===== src/hdl/ssr_pkg.sv =====
package ssr_pkg;
    // status part geometry
    localparam int STAT_W   = 16;
    localparam int STAT_MSB = 15;
    localparam int BYTE_W   = 8;
    // status byte bit positions
    localparam int STB_ERRQ = 2;
    localparam int STB_QUES = 3;
    localparam int STB_MAV  = 4;
    localparam int STB_ESB  = 5;
    localparam int STB_MSS  = 6;
    localparam int STB_OPER = 7;
    // event status latch bit positions
    localparam int ESL_OPC  = 0;
    localparam int ESL_UNU  = 1;
    localparam int ESL_QYE  = 2;
    localparam int ESL_DDE  = 3;
    localparam int ESL_EXE  = 4;
    localparam int ESL_CME  = 5;
    localparam int ESL_URQ  = 6;
    localparam int ESL_PON  = 7;
    // masks and reset values
    localparam logic [7:0]  ESL_USED   = 8'hFD;
    localparam logic [7:0]  NOT_MSS    = 8'hBF;
    localparam logic [7:0]  RST_BYTE   = 8'h00;
    localparam logic [15:0] RST_WORD   = 16'h0000;
    localparam logic [15:0] WORD_VALID = 16'h7FFF;
    // register selects on the command port
    typedef enum logic [4:0] {
        SEL_STB   = 5'h00,
        SEL_SRE   = 5'h01,
        SEL_ESL   = 5'h02,
        SEL_ESM   = 5'h03,
        SEL_PPM   = 5'h04,
        SEL_IST   = 5'h05,
        SEL_O_CND = 5'h08,
        SEL_O_RIS = 5'h09,
        SEL_O_FAL = 5'h0A,
        SEL_O_EVT = 5'h0B,
        SEL_O_ENA = 5'h0C,
        SEL_Q_CND = 5'h10,
        SEL_Q_RIS = 5'h11,
        SEL_Q_FAL = 5'h12,
        SEL_Q_EVT = 5'h13,
        SEL_Q_ENA = 5'h14
    } ssr_sel_t;
    // command from the message parser
    typedef struct packed {
        logic        wr;
        logic        rd;
        ssr_sel_t    sel;
        logic [15:0] wdata;
    } ssr_cmd_t;
    // read answer
    typedef struct packed {
        logic        valid;
        logic [15:0] data;
    } ssr_rsp_t;
endpackage : ssr_pkg


===== src/hdl/ssr_status_reporting.sv =====
// Functional notes
// - each status register has five 16-bit parts sharing one bit per source
// - bit 15 of every status part always reads zero
// - condition part follows hardware, ignores writes, unchanged by reads
// - condition rise sets event bit only when rising filter bit is one
// - condition fall sets event bit only when falling filter bit is one
// - both transition filters are read-write; reads leave them intact
// - event bits latch filtered transitions, device-set only, cleared on read
// - summary is OR over positions of event AND enable
// - enable part is read-write; reads leave it unchanged
// - each summary feeds a condition bit of the next higher register
// - status byte gathers event, operation and questionable summaries
// - status byte readable by query command or by serial poll
// - status byte bit 6 is summary of other bits under request mask
// - request mask has a bit per status bit; its bit 6 is ignored
// - service request raised when a masked status bit rises
// - status bit 2 shows error queue holds an entry
// - status bit 3 is questionable register summary
// - status bit 4 shows a readable response waits in output buffer
// - status bit 5 set when a latched event bit meets its mask bit
// - status bit 6 shows a masked status bit is set; it stays set after a serial poll clears the request
// - status bit 7 is operation register summary
// - parallel poll mask selects status bits feeding individual flag
// - individual flag is OR of status AND poll mask, bit 6 counted
// - event latch bit rising under its mask sets event summary bit
// - latch bits: completion, unused, query, device, execution, command, user, power
`timescale 1ns/10ps
`default_nettype none

////////////////////////////////////////////////////////////////////////////////
// generic five-part status register
module ssr_status_reg
    import ssr_pkg::*;
#(
    parameter int W = STAT_W
) (
    input  wire logic         i_mclk,
    input  wire logic         i_rst_b,
    input  wire logic [W-1:0] i_cond,
    input  wire logic         i_wr_ris,
    input  wire logic         i_wr_fal,
    input  wire logic         i_wr_ena,
    input  wire logic [W-1:0] i_wdata,
    input  wire logic         i_rd_evt,
    output logic      [W-1:0] o_cond,
    output logic      [W-1:0] o_ris,
    output logic      [W-1:0] o_fal,
    output logic      [W-1:0] o_evt,
    output logic      [W-1:0] o_ena,
    output logic              o_sum
);
    // refuse widths the fixed field map cannot serve
    if (W != STAT_W) begin : g_width_chk
        $error("status part width must be 16");
    end

    logic [W-1:0] cond_ff, ris_ff, fal_ff, evt_ff, ena_ff;
    logic [W-1:0] cond_m, rise, fall, set_bits;
    logic [W-1:0] nxt_evt, nxt_ena, wdata_m;
    logic         sum_ff;

    // top bit forced low on every part
    assign cond_m  = i_cond & WORD_VALID;
    assign wdata_m = i_wdata & WORD_VALID;
    // transition filters
    assign rise     = cond_m & ~cond_ff;
    assign fall     = ~cond_m & cond_ff;
    assign set_bits = (rise & ris_ff) | (fall & fal_ff);
    // read clears, but same-cycle events survive
    assign nxt_evt = (i_rd_evt ? RST_WORD : evt_ff) | set_bits;
    assign nxt_ena = i_wr_ena ? wdata_m : ena_ff;

    // condition tracks hardware, no write path
    always_ff @(posedge i_mclk or negedge i_rst_b) begin
        if (!i_rst_b) cond_ff <= RST_WORD;
        else          cond_ff <= cond_m;
    end

    // transition filter parts
    always_ff @(posedge i_mclk or negedge i_rst_b) begin
        if (!i_rst_b) begin
            ris_ff <= RST_WORD;
            fal_ff <= RST_WORD;
        end else begin
            if (i_wr_ris) ris_ff <= wdata_m;
            if (i_wr_fal) fal_ff <= wdata_m;
        end
    end

    // event, enable and summary
    always_ff @(posedge i_mclk or negedge i_rst_b) begin
        if (!i_rst_b) begin
            evt_ff <= RST_WORD;
            ena_ff <= RST_WORD;
            sum_ff <= 1'b0;
        end else begin
            evt_ff <= nxt_evt;
            ena_ff <= nxt_ena;
            sum_ff <= |(nxt_evt & nxt_ena);
        end
    end

    assign o_cond = cond_ff;
    assign o_ris  = ris_ff;
    assign o_fal  = fal_ff;
    assign o_evt  = evt_ff;
    assign o_ena  = ena_ff;
    assign o_sum  = sum_ff;

    ////////////////////////////////////////////////////////////////////////////
    // checks
    property p_rise_latch;
        @(posedge i_mclk) disable iff (!i_rst_b)
        |(rise & ris_ff) |=> ((evt_ff & $past(rise & ris_ff)) == $past(rise & ris_ff));
    endproperty
    a_rise_latch: assert property (p_rise_latch) else $error("rise lost");

    property p_fall_latch;
        @(posedge i_mclk) disable iff (!i_rst_b)
        |(fall & fal_ff) |=> ((evt_ff & $past(fall & fal_ff)) == $past(fall & fal_ff));
    endproperty
    a_fall_latch: assert property (p_fall_latch) else $error("fall lost");

    property p_no_unfiltered;
        @(posedge i_mclk) disable iff (!i_rst_b)
        (!i_rd_evt && set_bits == RST_WORD) |=> $stable(evt_ff);
    endproperty
    a_no_unfiltered: assert property (p_no_unfiltered) else $error("event set");

    property p_read_clear;
        @(posedge i_mclk) disable iff (!i_rst_b)
        (i_rd_evt && set_bits == RST_WORD) |=> (evt_ff == RST_WORD);
    endproperty
    a_read_clear: assert property (p_read_clear) else $error("no clear");

    property p_read_keep;
        @(posedge i_mclk) disable iff (!i_rst_b)
        (i_rd_evt && set_bits != RST_WORD) |=> ((evt_ff & $past(set_bits)) != RST_WORD);
    endproperty
    a_read_keep: assert property (p_read_keep) else $error("event lost");

    property p_summary;
        @(posedge i_mclk) disable iff (!i_rst_b)
        sum_ff == |(evt_ff & ena_ff);
    endproperty
    a_summary: assert property (p_summary) else $error("bad summary");

    property p_filter_hold;
        @(posedge i_mclk) disable iff (!i_rst_b)
        (!i_wr_ris && !i_wr_fal && !i_wr_ena) |=> ($stable(ris_ff) && $stable(fal_ff) && $stable(ena_ff));
    endproperty
    a_filter_hold: assert property (p_filter_hold) else $error("mask moved");

    property p_msb_zero;
        @(posedge i_mclk) disable iff (!i_rst_b)
        !(cond_ff[STAT_MSB] | evt_ff[STAT_MSB] | ena_ff[STAT_MSB] | ris_ff[STAT_MSB] | fal_ff[STAT_MSB]);
    endproperty
    a_msb_zero: assert property (p_msb_zero) else $error("bit 15 set");

    property p_cond_track;
        @(posedge i_mclk) disable iff (!i_rst_b)
        ##1 cond_ff == $past(cond_m);
    endproperty
    a_cond_track: assert property (p_cond_track) else $error("cond stale");

endmodule : ssr_status_reg

////////////////////////////////////////////////////////////////////////////////
// status byte, event latch, request and poll logic
module ssr_status_reporting
    import ssr_pkg::*;
(
    input  wire logic        i_mclk,
    input  wire logic        i_rst_b,
    input  wire ssr_cmd_t    i_cmd,
    input  wire logic        i_serial_poll,
    input  wire logic [15:0] i_oper_cond,
    input  wire logic [15:0] i_ques_cond,
    input  wire logic [7:0]  i_esl_set,
    input  wire logic        i_errq_nonempty,
    input  wire logic        i_msg_waiting,
    output ssr_rsp_t         o_rsp,
    output logic [7:0]       o_stb,
    output logic             o_srq,
    output logic             o_ist
);
    logic [7:0]  esl_ff, esm_ff, sre_ff, ppm_ff, stb_ff;
    logic [7:0]  nxt_esl, nxt_esm, nxt_sre, nxt_ppm, nxt_stb;
    logic        srq_ff, ist_ff, req_rise;
    ssr_rsp_t    rsp_ff;
    logic [15:0] o_cnd, o_ris, o_fal, o_evt, o_ena;
    logic [15:0] q_cnd, q_ris, q_fal, q_evt, q_ena;
    logic        oper_sum, ques_sum, wr, rd;
    logic [7:0]  wbyte;

    assign wr    = i_cmd.wr;
    assign rd    = i_cmd.rd;
    assign wbyte = i_cmd.wdata[7:0];

    ////////////////////////////////////////////////////////////////////////////
    // operation and questionable registers
    ssr_status_reg #(.W(STAT_W)) u_oper (
        .i_mclk   (i_mclk),
        .i_rst_b  (i_rst_b),
        .i_cond   (i_oper_cond),
        .i_wr_ris (wr && i_cmd.sel == SEL_O_RIS),
        .i_wr_fal (wr && i_cmd.sel == SEL_O_FAL),
        .i_wr_ena (wr && i_cmd.sel == SEL_O_ENA),
        .i_wdata  (i_cmd.wdata),
        .i_rd_evt (rd && i_cmd.sel == SEL_O_EVT),
        .o_cond   (o_cnd),
        .o_ris    (o_ris),
        .o_fal    (o_fal),
        .o_evt    (o_evt),
        .o_ena    (o_ena),
        .o_sum    (oper_sum)
    );

    ssr_status_reg #(.W(STAT_W)) u_ques (
        .i_mclk   (i_mclk),
        .i_rst_b  (i_rst_b),
        .i_cond   (i_ques_cond),
        .i_wr_ris (wr && i_cmd.sel == SEL_Q_RIS),
        .i_wr_fal (wr && i_cmd.sel == SEL_Q_FAL),
        .i_wr_ena (wr && i_cmd.sel == SEL_Q_ENA),
        .i_wdata  (i_cmd.wdata),
        .i_rd_evt (rd && i_cmd.sel == SEL_Q_EVT),
        .o_cond   (q_cnd),
        .o_ris    (q_ris),
        .o_fal    (q_fal),
        .o_evt    (q_evt),
        .o_ena    (q_ena),
        .o_sum    (ques_sum)
    );

    ////////////////////////////////////////////////////////////////////////////
    // next values of byte-wide parts
    always_comb begin
        nxt_esl = (rd && i_cmd.sel == SEL_ESL) ? RST_BYTE : esl_ff;
        nxt_esl = nxt_esl | (i_esl_set & ESL_USED);
        nxt_esm = (wr && i_cmd.sel == SEL_ESM) ? wbyte : esm_ff;
        nxt_sre = (wr && i_cmd.sel == SEL_SRE) ? (wbyte & NOT_MSS) : sre_ff;
        nxt_ppm = (wr && i_cmd.sel == SEL_PPM) ? wbyte : ppm_ff;
        nxt_stb = RST_BYTE;
        nxt_stb[STB_ERRQ] = i_errq_nonempty;
        nxt_stb[STB_QUES] = ques_sum;
        nxt_stb[STB_MAV]  = i_msg_waiting;
        nxt_stb[STB_ESB]  = |(nxt_esl & nxt_esm);
        nxt_stb[STB_OPER] = oper_sum;
        nxt_stb[STB_MSS]  = |(nxt_stb & nxt_sre & NOT_MSS);
    end

    // a masked status bit going high asks for service
    assign req_rise = |(nxt_stb & ~stb_ff & nxt_sre & NOT_MSS);

    // byte-wide registers
    always_ff @(posedge i_mclk or negedge i_rst_b) begin
        if (!i_rst_b) begin
            esl_ff <= RST_BYTE;
            esm_ff <= RST_BYTE;
            sre_ff <= RST_BYTE;
            ppm_ff <= RST_BYTE;
            stb_ff <= RST_BYTE;
        end else begin
            esl_ff <= nxt_esl;
            esm_ff <= nxt_esm;
            sre_ff <= nxt_sre;
            ppm_ff <= nxt_ppm;
            stb_ff <= nxt_stb;
        end
    end

    // service request: set wins over poll or summary drop
    always_ff @(posedge i_mclk or negedge i_rst_b) begin
        if (!i_rst_b)                              srq_ff <= 1'b0;
        else if (req_rise)                         srq_ff <= 1'b1;
        else if (i_serial_poll || !nxt_stb[STB_MSS]) srq_ff <= 1'b0;
    end

    // individual flag, bit 6 counted here
    always_ff @(posedge i_mclk or negedge i_rst_b) begin
        if (!i_rst_b) ist_ff <= 1'b0;
        else          ist_ff <= |(nxt_stb & nxt_ppm);
    end

    ////////////////////////////////////////////////////////////////////////////
    // read answer, one cycle after the request
    always_ff @(posedge i_mclk or negedge i_rst_b) begin
        if (!i_rst_b) begin
            rsp_ff <= '0;
        end else begin
            rsp_ff.valid <= rd | i_serial_poll;
            rsp_ff.data  <= RST_WORD;
            if (i_serial_poll) begin
                rsp_ff.data[7:0] <= stb_ff;
            end else if (rd) begin
                unique case (i_cmd.sel)
                    SEL_STB:   rsp_ff.data[7:0] <= stb_ff;
                    SEL_SRE:   rsp_ff.data[7:0] <= sre_ff;
                    SEL_ESL:   rsp_ff.data[7:0] <= esl_ff;
                    SEL_ESM:   rsp_ff.data[7:0] <= esm_ff;
                    SEL_PPM:   rsp_ff.data[7:0] <= ppm_ff;
                    SEL_IST:   rsp_ff.data[0]   <= ist_ff;
                    SEL_O_CND: rsp_ff.data <= o_cnd;
                    SEL_O_RIS: rsp_ff.data <= o_ris;
                    SEL_O_FAL: rsp_ff.data <= o_fal;
                    SEL_O_EVT: rsp_ff.data <= o_evt;
                    SEL_O_ENA: rsp_ff.data <= o_ena;
                    SEL_Q_CND: rsp_ff.data <= q_cnd;
                    SEL_Q_RIS: rsp_ff.data <= q_ris;
                    SEL_Q_FAL: rsp_ff.data <= q_fal;
                    SEL_Q_EVT: rsp_ff.data <= q_evt;
                    SEL_Q_ENA: rsp_ff.data <= q_ena;
                    default:   rsp_ff.data <= RST_WORD;  // unmapped select
                endcase
            end
        end
    end

    assign o_rsp = rsp_ff;
    assign o_stb = stb_ff;
    assign o_srq = srq_ff;
    assign o_ist = ist_ff;

    ////////////////////////////////////////////////////////////////////////////
    // checks
    property p_mss;
        @(posedge i_mclk) disable iff (!i_rst_b)
        stb_ff[STB_MSS] == |(stb_ff & sre_ff & NOT_MSS);
    endproperty
    a_mss: assert property (p_mss) else $error("bad bit 6");

    property p_sre6;
        @(posedge i_mclk) disable iff (!i_rst_b)
        !sre_ff[STB_MSS];
    endproperty
    a_sre6: assert property (p_sre6) else $error("mask bit 6 set");

    property p_srq_rise;
        @(posedge i_mclk) disable iff (!i_rst_b)
        req_rise |=> srq_ff;
    endproperty
    a_srq_rise: assert property (p_srq_rise) else $error("no request");

    property p_srq_cause;
        @(posedge i_mclk) disable iff (!i_rst_b)
        $rose(srq_ff) |-> $past(req_rise);
    endproperty
    a_srq_cause: assert property (p_srq_cause) else $error("stray request");

    property p_esb;
        @(posedge i_mclk) disable iff (!i_rst_b)
        stb_ff[STB_ESB] == |(esl_ff & esm_ff);
    endproperty
    a_esb: assert property (p_esb) else $error("bad bit 5");

    property p_ist;
        @(posedge i_mclk) disable iff (!i_rst_b)
        ist_ff == |(stb_ff & ppm_ff);
    endproperty
    a_ist: assert property (p_ist) else $error("bad flag");

    property p_tree;
        @(posedge i_mclk) disable iff (!i_rst_b)
        ##1 (stb_ff[STB_OPER] == $past(oper_sum)) && (stb_ff[STB_QUES] == $past(ques_sum));
    endproperty
    a_tree: assert property (p_tree) else $error("summary lost");

    property p_pins;
        @(posedge i_mclk) disable iff (!i_rst_b)
        ##1 (stb_ff[STB_ERRQ] == $past(i_errq_nonempty)) && (stb_ff[STB_MAV] == $past(i_msg_waiting));
    endproperty
    a_pins: assert property (p_pins) else $error("bad bit 2 or 4");

    property p_unused;
        @(posedge i_mclk) disable iff (!i_rst_b)
        !esl_ff[ESL_UNU] && (stb_ff[1:0] == 2'h0);
    endproperty
    a_unused: assert property (p_unused) else $error("unused bit set");

    property p_poll;
        @(posedge i_mclk) disable iff (!i_rst_b)
        i_serial_poll |=> (rsp_ff.valid && rsp_ff.data[7:0] == $past(stb_ff));
    endproperty
    a_poll: assert property (p_poll) else $error("poll answer");

    c_srq: cover property (@(posedge i_mclk) disable iff (!i_rst_b) $rose(srq_ff));
    c_ist: cover property (@(posedge i_mclk) disable iff (!i_rst_b) $rose(ist_ff));
    c_rc_evt: cover property (@(posedge i_mclk) disable iff (!i_rst_b)
        rd && i_cmd.sel == SEL_ESL && i_esl_set != RST_BYTE);
    c_poll_clr: cover property (@(posedge i_mclk) disable iff (!i_rst_b)
        srq_ff && i_serial_poll ##1 !srq_ff);

endmodule : ssr_status_reporting

`default_nettype wire

===== config.mk =====
export PLATFORM = sky130hd
export DESIGN_NAME = ssr_status_reporting
export DESIGN_NICKNAME = d
export VERILOG_FILES = /design/src/hdl/ssr_pkg.sv /design/src/hdl/ssr_status_reporting.sv
export SDC_FILE = /design/constraint.sdc
export NUM_CORES = 1
export LEC_CHECK = 0
export ABC_AREA = 1
export BUFFER_PORTS_ARGS = -buffer_cell sky130_fd_sc_hd__buf_2
export CORE_UTILIZATION = 50
export DETAILED_ROUTE_END_ITERATION = 10
export PLACE_DENSITY_LB_ADDON = 0.08
export SETUP_SLACK_MARGIN = 0.3
export SLEW_MARGIN = 0
export SYNTH_ARGS = -nofsm -noshare
export SYNTH_HDL_FRONTEND = slang
export SYNTH_SLANG_ARGS = --single-unit
export TNS_END_PERCENT = 50

===== constraint.sdc =====
create_clock -name i_mclk -period 2.1 [get_ports i_mclk]
set_input_delay 0.21 -clock i_mclk [delete_from_list [all_inputs] [get_ports i_mclk]]
set_output_delay 0.21 -clock i_mclk [all_outputs]
set_load 0.02 [all_outputs]

Yosys cells after proc, flatten, opt, wreduce, memory -nomap -nowiden
Cells that the tools add are included.

Register bits after elaboration: 213. Logic and storage cells: 100.

Bitwise operators: 26. Mux-type cells: 16. Equality and inequality tests: 15. Reduce and logical (&&, ||, !) cells: 22.

Operators with widths (count): $pmux 7 s15 (1); $and 16x15->16 (6); $mux 16 (5); $pmux 8 s10 (1); $not 15->16 (4); $or 16x16->16 (4); $mux 8 (6); $and 8x8->8 (5); $and 15x16->16 (2); $and 16x16->16 (2); $reduce_or 16->1 (2); $eq 5x4->1 const B (5); $eq 5x5->1 const B (5); $reduce_or 8->1 (2); $pmux 1 s15 (1); $reduce_or 7->1 (2); $logic_and 1x1->1 (12); $eq 5x2->1 const B (2); $eq 5x3->1 const B (2); $not 8->8 (1); $or 8x8->8 (1); $eq 5x1->1 const B (1); $logic_not 5->1 (1); $mux 1 (2); 4 further kinds (4).

Logic depth before layout (Yosys ltp)
Depth in word-level cells: 12. Gate-level depth with buffers: 14.

Modules after synthesis
A second synthesis with hierarchy kept.

Cell total of the unflattened synthesis: 1129. Area, all modules: 9964.6 sq um.

Modules (own cells, without submodules): ssr_status_reg (instances 2, area each 3121.7 sq um, cells each 290); ssr_status_reporting (instances 1, area each 3721.1 sq um, cells each 549).

Least setup slack after synthesis
No wires, ideal clock.

Kind: input -> register. Start: input i_cmd[19] (netlist bit). End: register u_oper.sum_ff, in the netlist u_oper.o_sum. Slack: 516 ps. Buffers on the path: 1. Arrival time: 1459 ps. Stages: 12. Cells stage by stage: inv_1 nor2_1 nand2_1 nor2_4 nand2_2 buf_2 nand2_1 nand3_1 a22oi_1 nand2_1 nor2_1 nand3_1.

Longest elaborated chain between the ends: 6. Elaborated cells between the ends (all ways): 9. Classes of those cells: eq/ne (2); mux (2); bitwise (2); reduce/logical (3).

Ends and longest elaborated chain: from (decl) (RTL line ssr_status_reporting.sv:175) `input wire ssr_cmd_t i_cmd,`; $eq 5x4->1 (RTL line ssr_status_reporting.sv:210) `.i_rd_evt (rd && i_cmd.sel == SEL_O_EVT),`; $logic_and 1x1->1 (RTL line ssr_status_reporting.sv:210); $mux 16 (RTL line ssr_status_reporting.sv:70) `assign nxt_evt = (i_rd_evt ? RST_WORD : evt_ff) | set_bits;`; $or 16x16->16 (RTL line ssr_status_reporting.sv:70); named net u_oper.nxt_evt[14] (RTL line ssr_status_reporting.sv:59) `logic [W-1:0] nxt_evt, nxt_ena, wdata_m;`; $and 16x16->16 (RTL line ssr_status_reporting.sv:99) `sum_ff <= |(nxt_evt & nxt_ena);`; $reduce_or 16->1 (RTL line ssr_status_reporting.sv:99); to (signal assigned) (RTL line ssr_status_reporting.sv:99); to (decl) (RTL line ssr_status_reporting.sv:60) `logic sum_ff;`.

The timed path passes the listed nets, and every way through them passes these cells. A chain may end at the register's enable or synchronous reset.

Worst setup path in the final report
Start: input i_cmd[16] (netlist bit). End: register srq_ff, in the netlist o_srq.

Elaborated cells between the ends (all ways): 21. Classes of those cells: eq/ne (3); mux (4); bitwise (5); reduce/logical (9).

RTL lines: $eq 5x2->1 (RTL line ssr_status_reporting.sv:241) `nxt_esm = (wr && i_cmd.sel == SEL_ESM) ? wbyte : esm_ff;`; $logic_and 1x1->1 (RTL line ssr_status_reporting.sv:241); $mux 8 (RTL line ssr_status_reporting.sv:241); named net nxt_esm[7] (RTL line ssr_status_reporting.sv:188) `logic [7:0] nxt_esl, nxt_esm, nxt_sre, nxt_ppm, nxt_stb;`; $and 8x8->8 (RTL line ssr_status_reporting.sv:248) `nxt_stb[STB_ESB] = |(nxt_esl & nxt_esm);`; $reduce_or 8->1 (RTL line ssr_status_reporting.sv:248); named net nxt_stb[5] (RTL line ssr_status_reporting.sv:188); $and 8x8->8 (RTL line ssr_status_reporting.sv:250) `nxt_stb[STB_MSS] = |(nxt_stb & nxt_sre & NOT_MSS);`; $reduce_or 7->1 (RTL line ssr_status_reporting.sv:250); named net nxt_stb[6] (RTL line ssr_status_reporting.sv:188); $logic_not 1->1 (RTL line ssr_status_reporting.sv:277) `else if (i_serial_poll || !nxt_stb[STB_MSS]) srq_ff <= 1'b0;`; $logic_or 1x1->1 (RTL line ssr_status_reporting.sv:277); $reduce_bool 2->1 (no line); to (signal assigned) (RTL line ssr_status_reporting.sv:275) `if (!i_rst_b) srq_ff <= 1'b0;`; to (signal assigned) (RTL line ssr_status_reporting.sv:276) `else if (req_rise) srq_ff <= 1'b1;`; to (signal assigned) (RTL line ssr_status_reporting.sv:277); to (decl) (RTL line ssr_status_reporting.sv:189) `logic srq_ff, ist_ff, req_rise;`.

The timed path passes the listed nets, and every way through them passes these cells.

==> metrics.md <==
| Metric | Value |
|---|---|
| Seq/Total Area, Yosys | `56.10%` |
| Top Ports | `95` |
| Synthesis-to-finish area growth | `23.17%` |
| First-pass GRT wire length | `45130 um` |
| H-tree depth | `1` |
| Crit share post-route | `76.14%` |
| Die Area | `19560 um2` |
| Area leader, netlist | `dfrtp_1` |
| CP max FO | `8` |
| EDFF count, synth | `0` |
| Grt total ovfl | `0` |
| Nature of the critical path endpoint | `register` |
| Place WS | `0.02195 ns` |
| Final Slew Violations | `0` |
| Post-layout min period | `1.599 ns` |
| Critical Path RT | `2.50 ns` |
| Post-synthesis cell area | `9500 um2` |
| RSZ-0062 raised after global routing | `no` |
| Vias post-DR | `8443` |
| Buffer count from post-CTS setup fixing | `0` |
| Power density over the cells | `895.2 nW/um2` |
| Largest net degree at the start of global routing | `66` |
| Antenna Nets Post-Route | `0` |
| Cell variety after synth | `36` |
| Critical Path Source Type | `input port` |
| Async set-reset flop share out of synthesis | `100.0%` |
| Peak Freq | `625.4 MHz` |
| Clock slew at reported path FFs | `0.06 ns` |
| Initial Utilization | `50.96%` |
| Worst Clk Skew | `0.006234 ns` |
| Layout Utilization | `62.77%` |
| Die extent in y | `139.8 um` |
| Avg Inst Size Synth | `8.356 um2` |
| Clk sinks | `213` |
| #FFs+latches synth | `213` |
| Commonest cells post-synth | `376 x nand2_1, 213 x dfrtp_1, 128 x inv_1` |
| Clk buf depth | `3` |
| Clock latency on the worst-skew pair | `0.51 ns` |
| Leak | `5.869 nW` |
| Synth top area cells | `dfrtp_1 56%, nand2_1 15%, o21ai_0 6.2%` |
| Post-Syn Instances | `1137` |
| CORE AREA | `18640 um2` |
| Most common cell in the netlist | `nand2_1` |
| Kind of critical path | `input port to register` |
| Vias per inst | `5.426` |
| Iteration-0 DRC Markers | `752` |
| Chip width | `139.8 um` |
| Site row count | `50` |
| Post-Route WL | `28840 um` |
| Top FF cell, synth | `dfrtp_1` |
| Relative slew slack | `61.66%` |
| Synth top area share | `56.10%` |
| Vias in the first global route | `7880` |
| Layout cells sized above 1 | `13.78%` |
| Max_cap viols | `0` |
| Port Buffers | `88` |
| Placed cell areas | `10540 um2` |
| Clock tree from TritonCTS | `done` |
| Slew @ Worst Pin | `0.5679 ns` |
| Post-DP HPWL | `20530 um` |
| Fin nets | `1374` |
| Total negative slack | `0 ns` |
| Total GRT Usage | `30.50%` |
| Detailed Routing Iterations Pass 1 | `5` |
| Outcome | `complete, no violations` |
| Final setup viols | `0` |
| CTS Buf Count | `23` |
| DR WL/cell | `18.54 um` |
| Initial antenna violation count | `1` |
| Final hold vios | `0` |
| Post-route cell area | `11700 um2` |
| HP Class | `input port to register` |
| Crit path DAT | `2.00 ns` |
| DRC | `0` |
| Global placer's final weighted congestion | `0.9039` |
| Worst Setup Slack, final | `0.5011 ns` |
| Ys Warns | `0` |
| CTS root buf | `clkbuf_16` |
| VDD IR-drop max | `0.0007442 V` |
-- report_power, final --
group / leakage (nW) / switching, mW / total (mW) / internal (mW)
logic: 3.00 / 1.01 / 1.62 / 0.603
registers: 2.54 / 0.365 / 5.10 / 4.74
clock network: 0.336 / 1.60 / 3.76 / 2.16
-- stage by stage --
step	total power, mW	hold WS [ns]	cells
floorplan	6.047	-0.08559	1138
global placement	6.649	0.1976	1467
detailed placement	6.686	0.1983	1467
CTS	10.51	0.01367	1555
global route	11.01	0.02667	1555
finish	10.47	0.02395	1556
-- path summary, 6_finish.rpt --
path                                          start                     endpoint  slack, ns  depth (start not counted)
worst max-delay path                      i_cmd[16]            o_srq$_DFFE_PN0P_       0.50                         14
worst min-delay path                      i_cmd[11]   u_oper.o_ena[11]$_DFF_PN0_       0.02                          3
worst max register to register  esm_ff[7]$_DFF_PN0_            o_srq$_DFFE_PN0P_       0.58                         10
worst min register to register  sre_ff[6]$_DFF_PN0_          sre_ff[6]$_DFF_PN0_       0.47                          2
max in group asynchronous                   i_rst_b   u_ques.o_evt[10]$_DFF_PN0_       1.16                          3
min in group asynchronous                   i_rst_b  u_oper.o_fal[8]$_DFFE_PN0P_       0.24                          2
-- registers in the layout (all words and copies together) (netlist names), 16 cells and up --
signal        count
o_rsp            17
u_oper.o_ena     16
u_oper.o_evt     16
u_ques.o_ena     16
u_ques.o_evt     16
-- cell families (layout without fill, tap and decap cells) --
logic type	after synthesis	count (layout)	share of synthesized area (%)
and+or+nand+nor	549	549	24.18
DFF	213	213	56.10
AOI/OAI and AO/OA	205	205	12.70
buffers and inverters	169	352	6.980
other	1	3	0.03947
-- critical path, stage by stage --
cell and delay [ns]:
buf_2 0.18, nand2_2 0.16, inv_1 0.10, nand4_2 0.24, nand2_1 0.13, nand2_1 0.11, nand2_1 0.08, nand2_1 0.05
nor2_1 0.17, nand2_1 0.16, nand2_1 0.11, nand2_1 0.14, nand2_1 0.09, nand2_1 0.05
-- layer usage --
layer	up-vias	GRT usage, %	wire, um
li1	4036	-	-
met1	4031	46.73	13350
met2	337	44.79	12620
met3	39	5.540	2317
met4	0	7.172	564
met5	-	0	0
-- area by class of cell --
class / count / area, um2
Clock inverter: 3 / 15.01
Antenna cell: 1 / 2.502
Clock buffer: 37 / 668.1
Timing Repair Buffer: 180 / 1386
Tap cell: 234 / 292.8
Fill cell: 1644 / 6942
Multi-Input combinational cell: 756 / 3511
Inverter: 132 / 495.5
Sequential cell: 213 / 5330
-- cells in the final DEF, fill, tap and decap left out, drive strengths merged, types with 3 or more instances in the layout --
cell type and instances:
a211oi 6, a22o 11, clkbuf 37, o311ai 13
nor3 7, dfrtp 213, nor2 64, nand2 383
clkinv 5, inv 130, o2111ai 6, o21ai 128
nand4 19, o211ai 4, buf 132, a21oi 15
a22oi 3, nand3 74, o22ai 13, dlygate4sd3 48
-- what timing repair did --
item	CTS	global route
hold endpoints to repair	109	0
gates resized for setup	0	0
hold buffers	48	0
(Power assumes the default switching activity.)
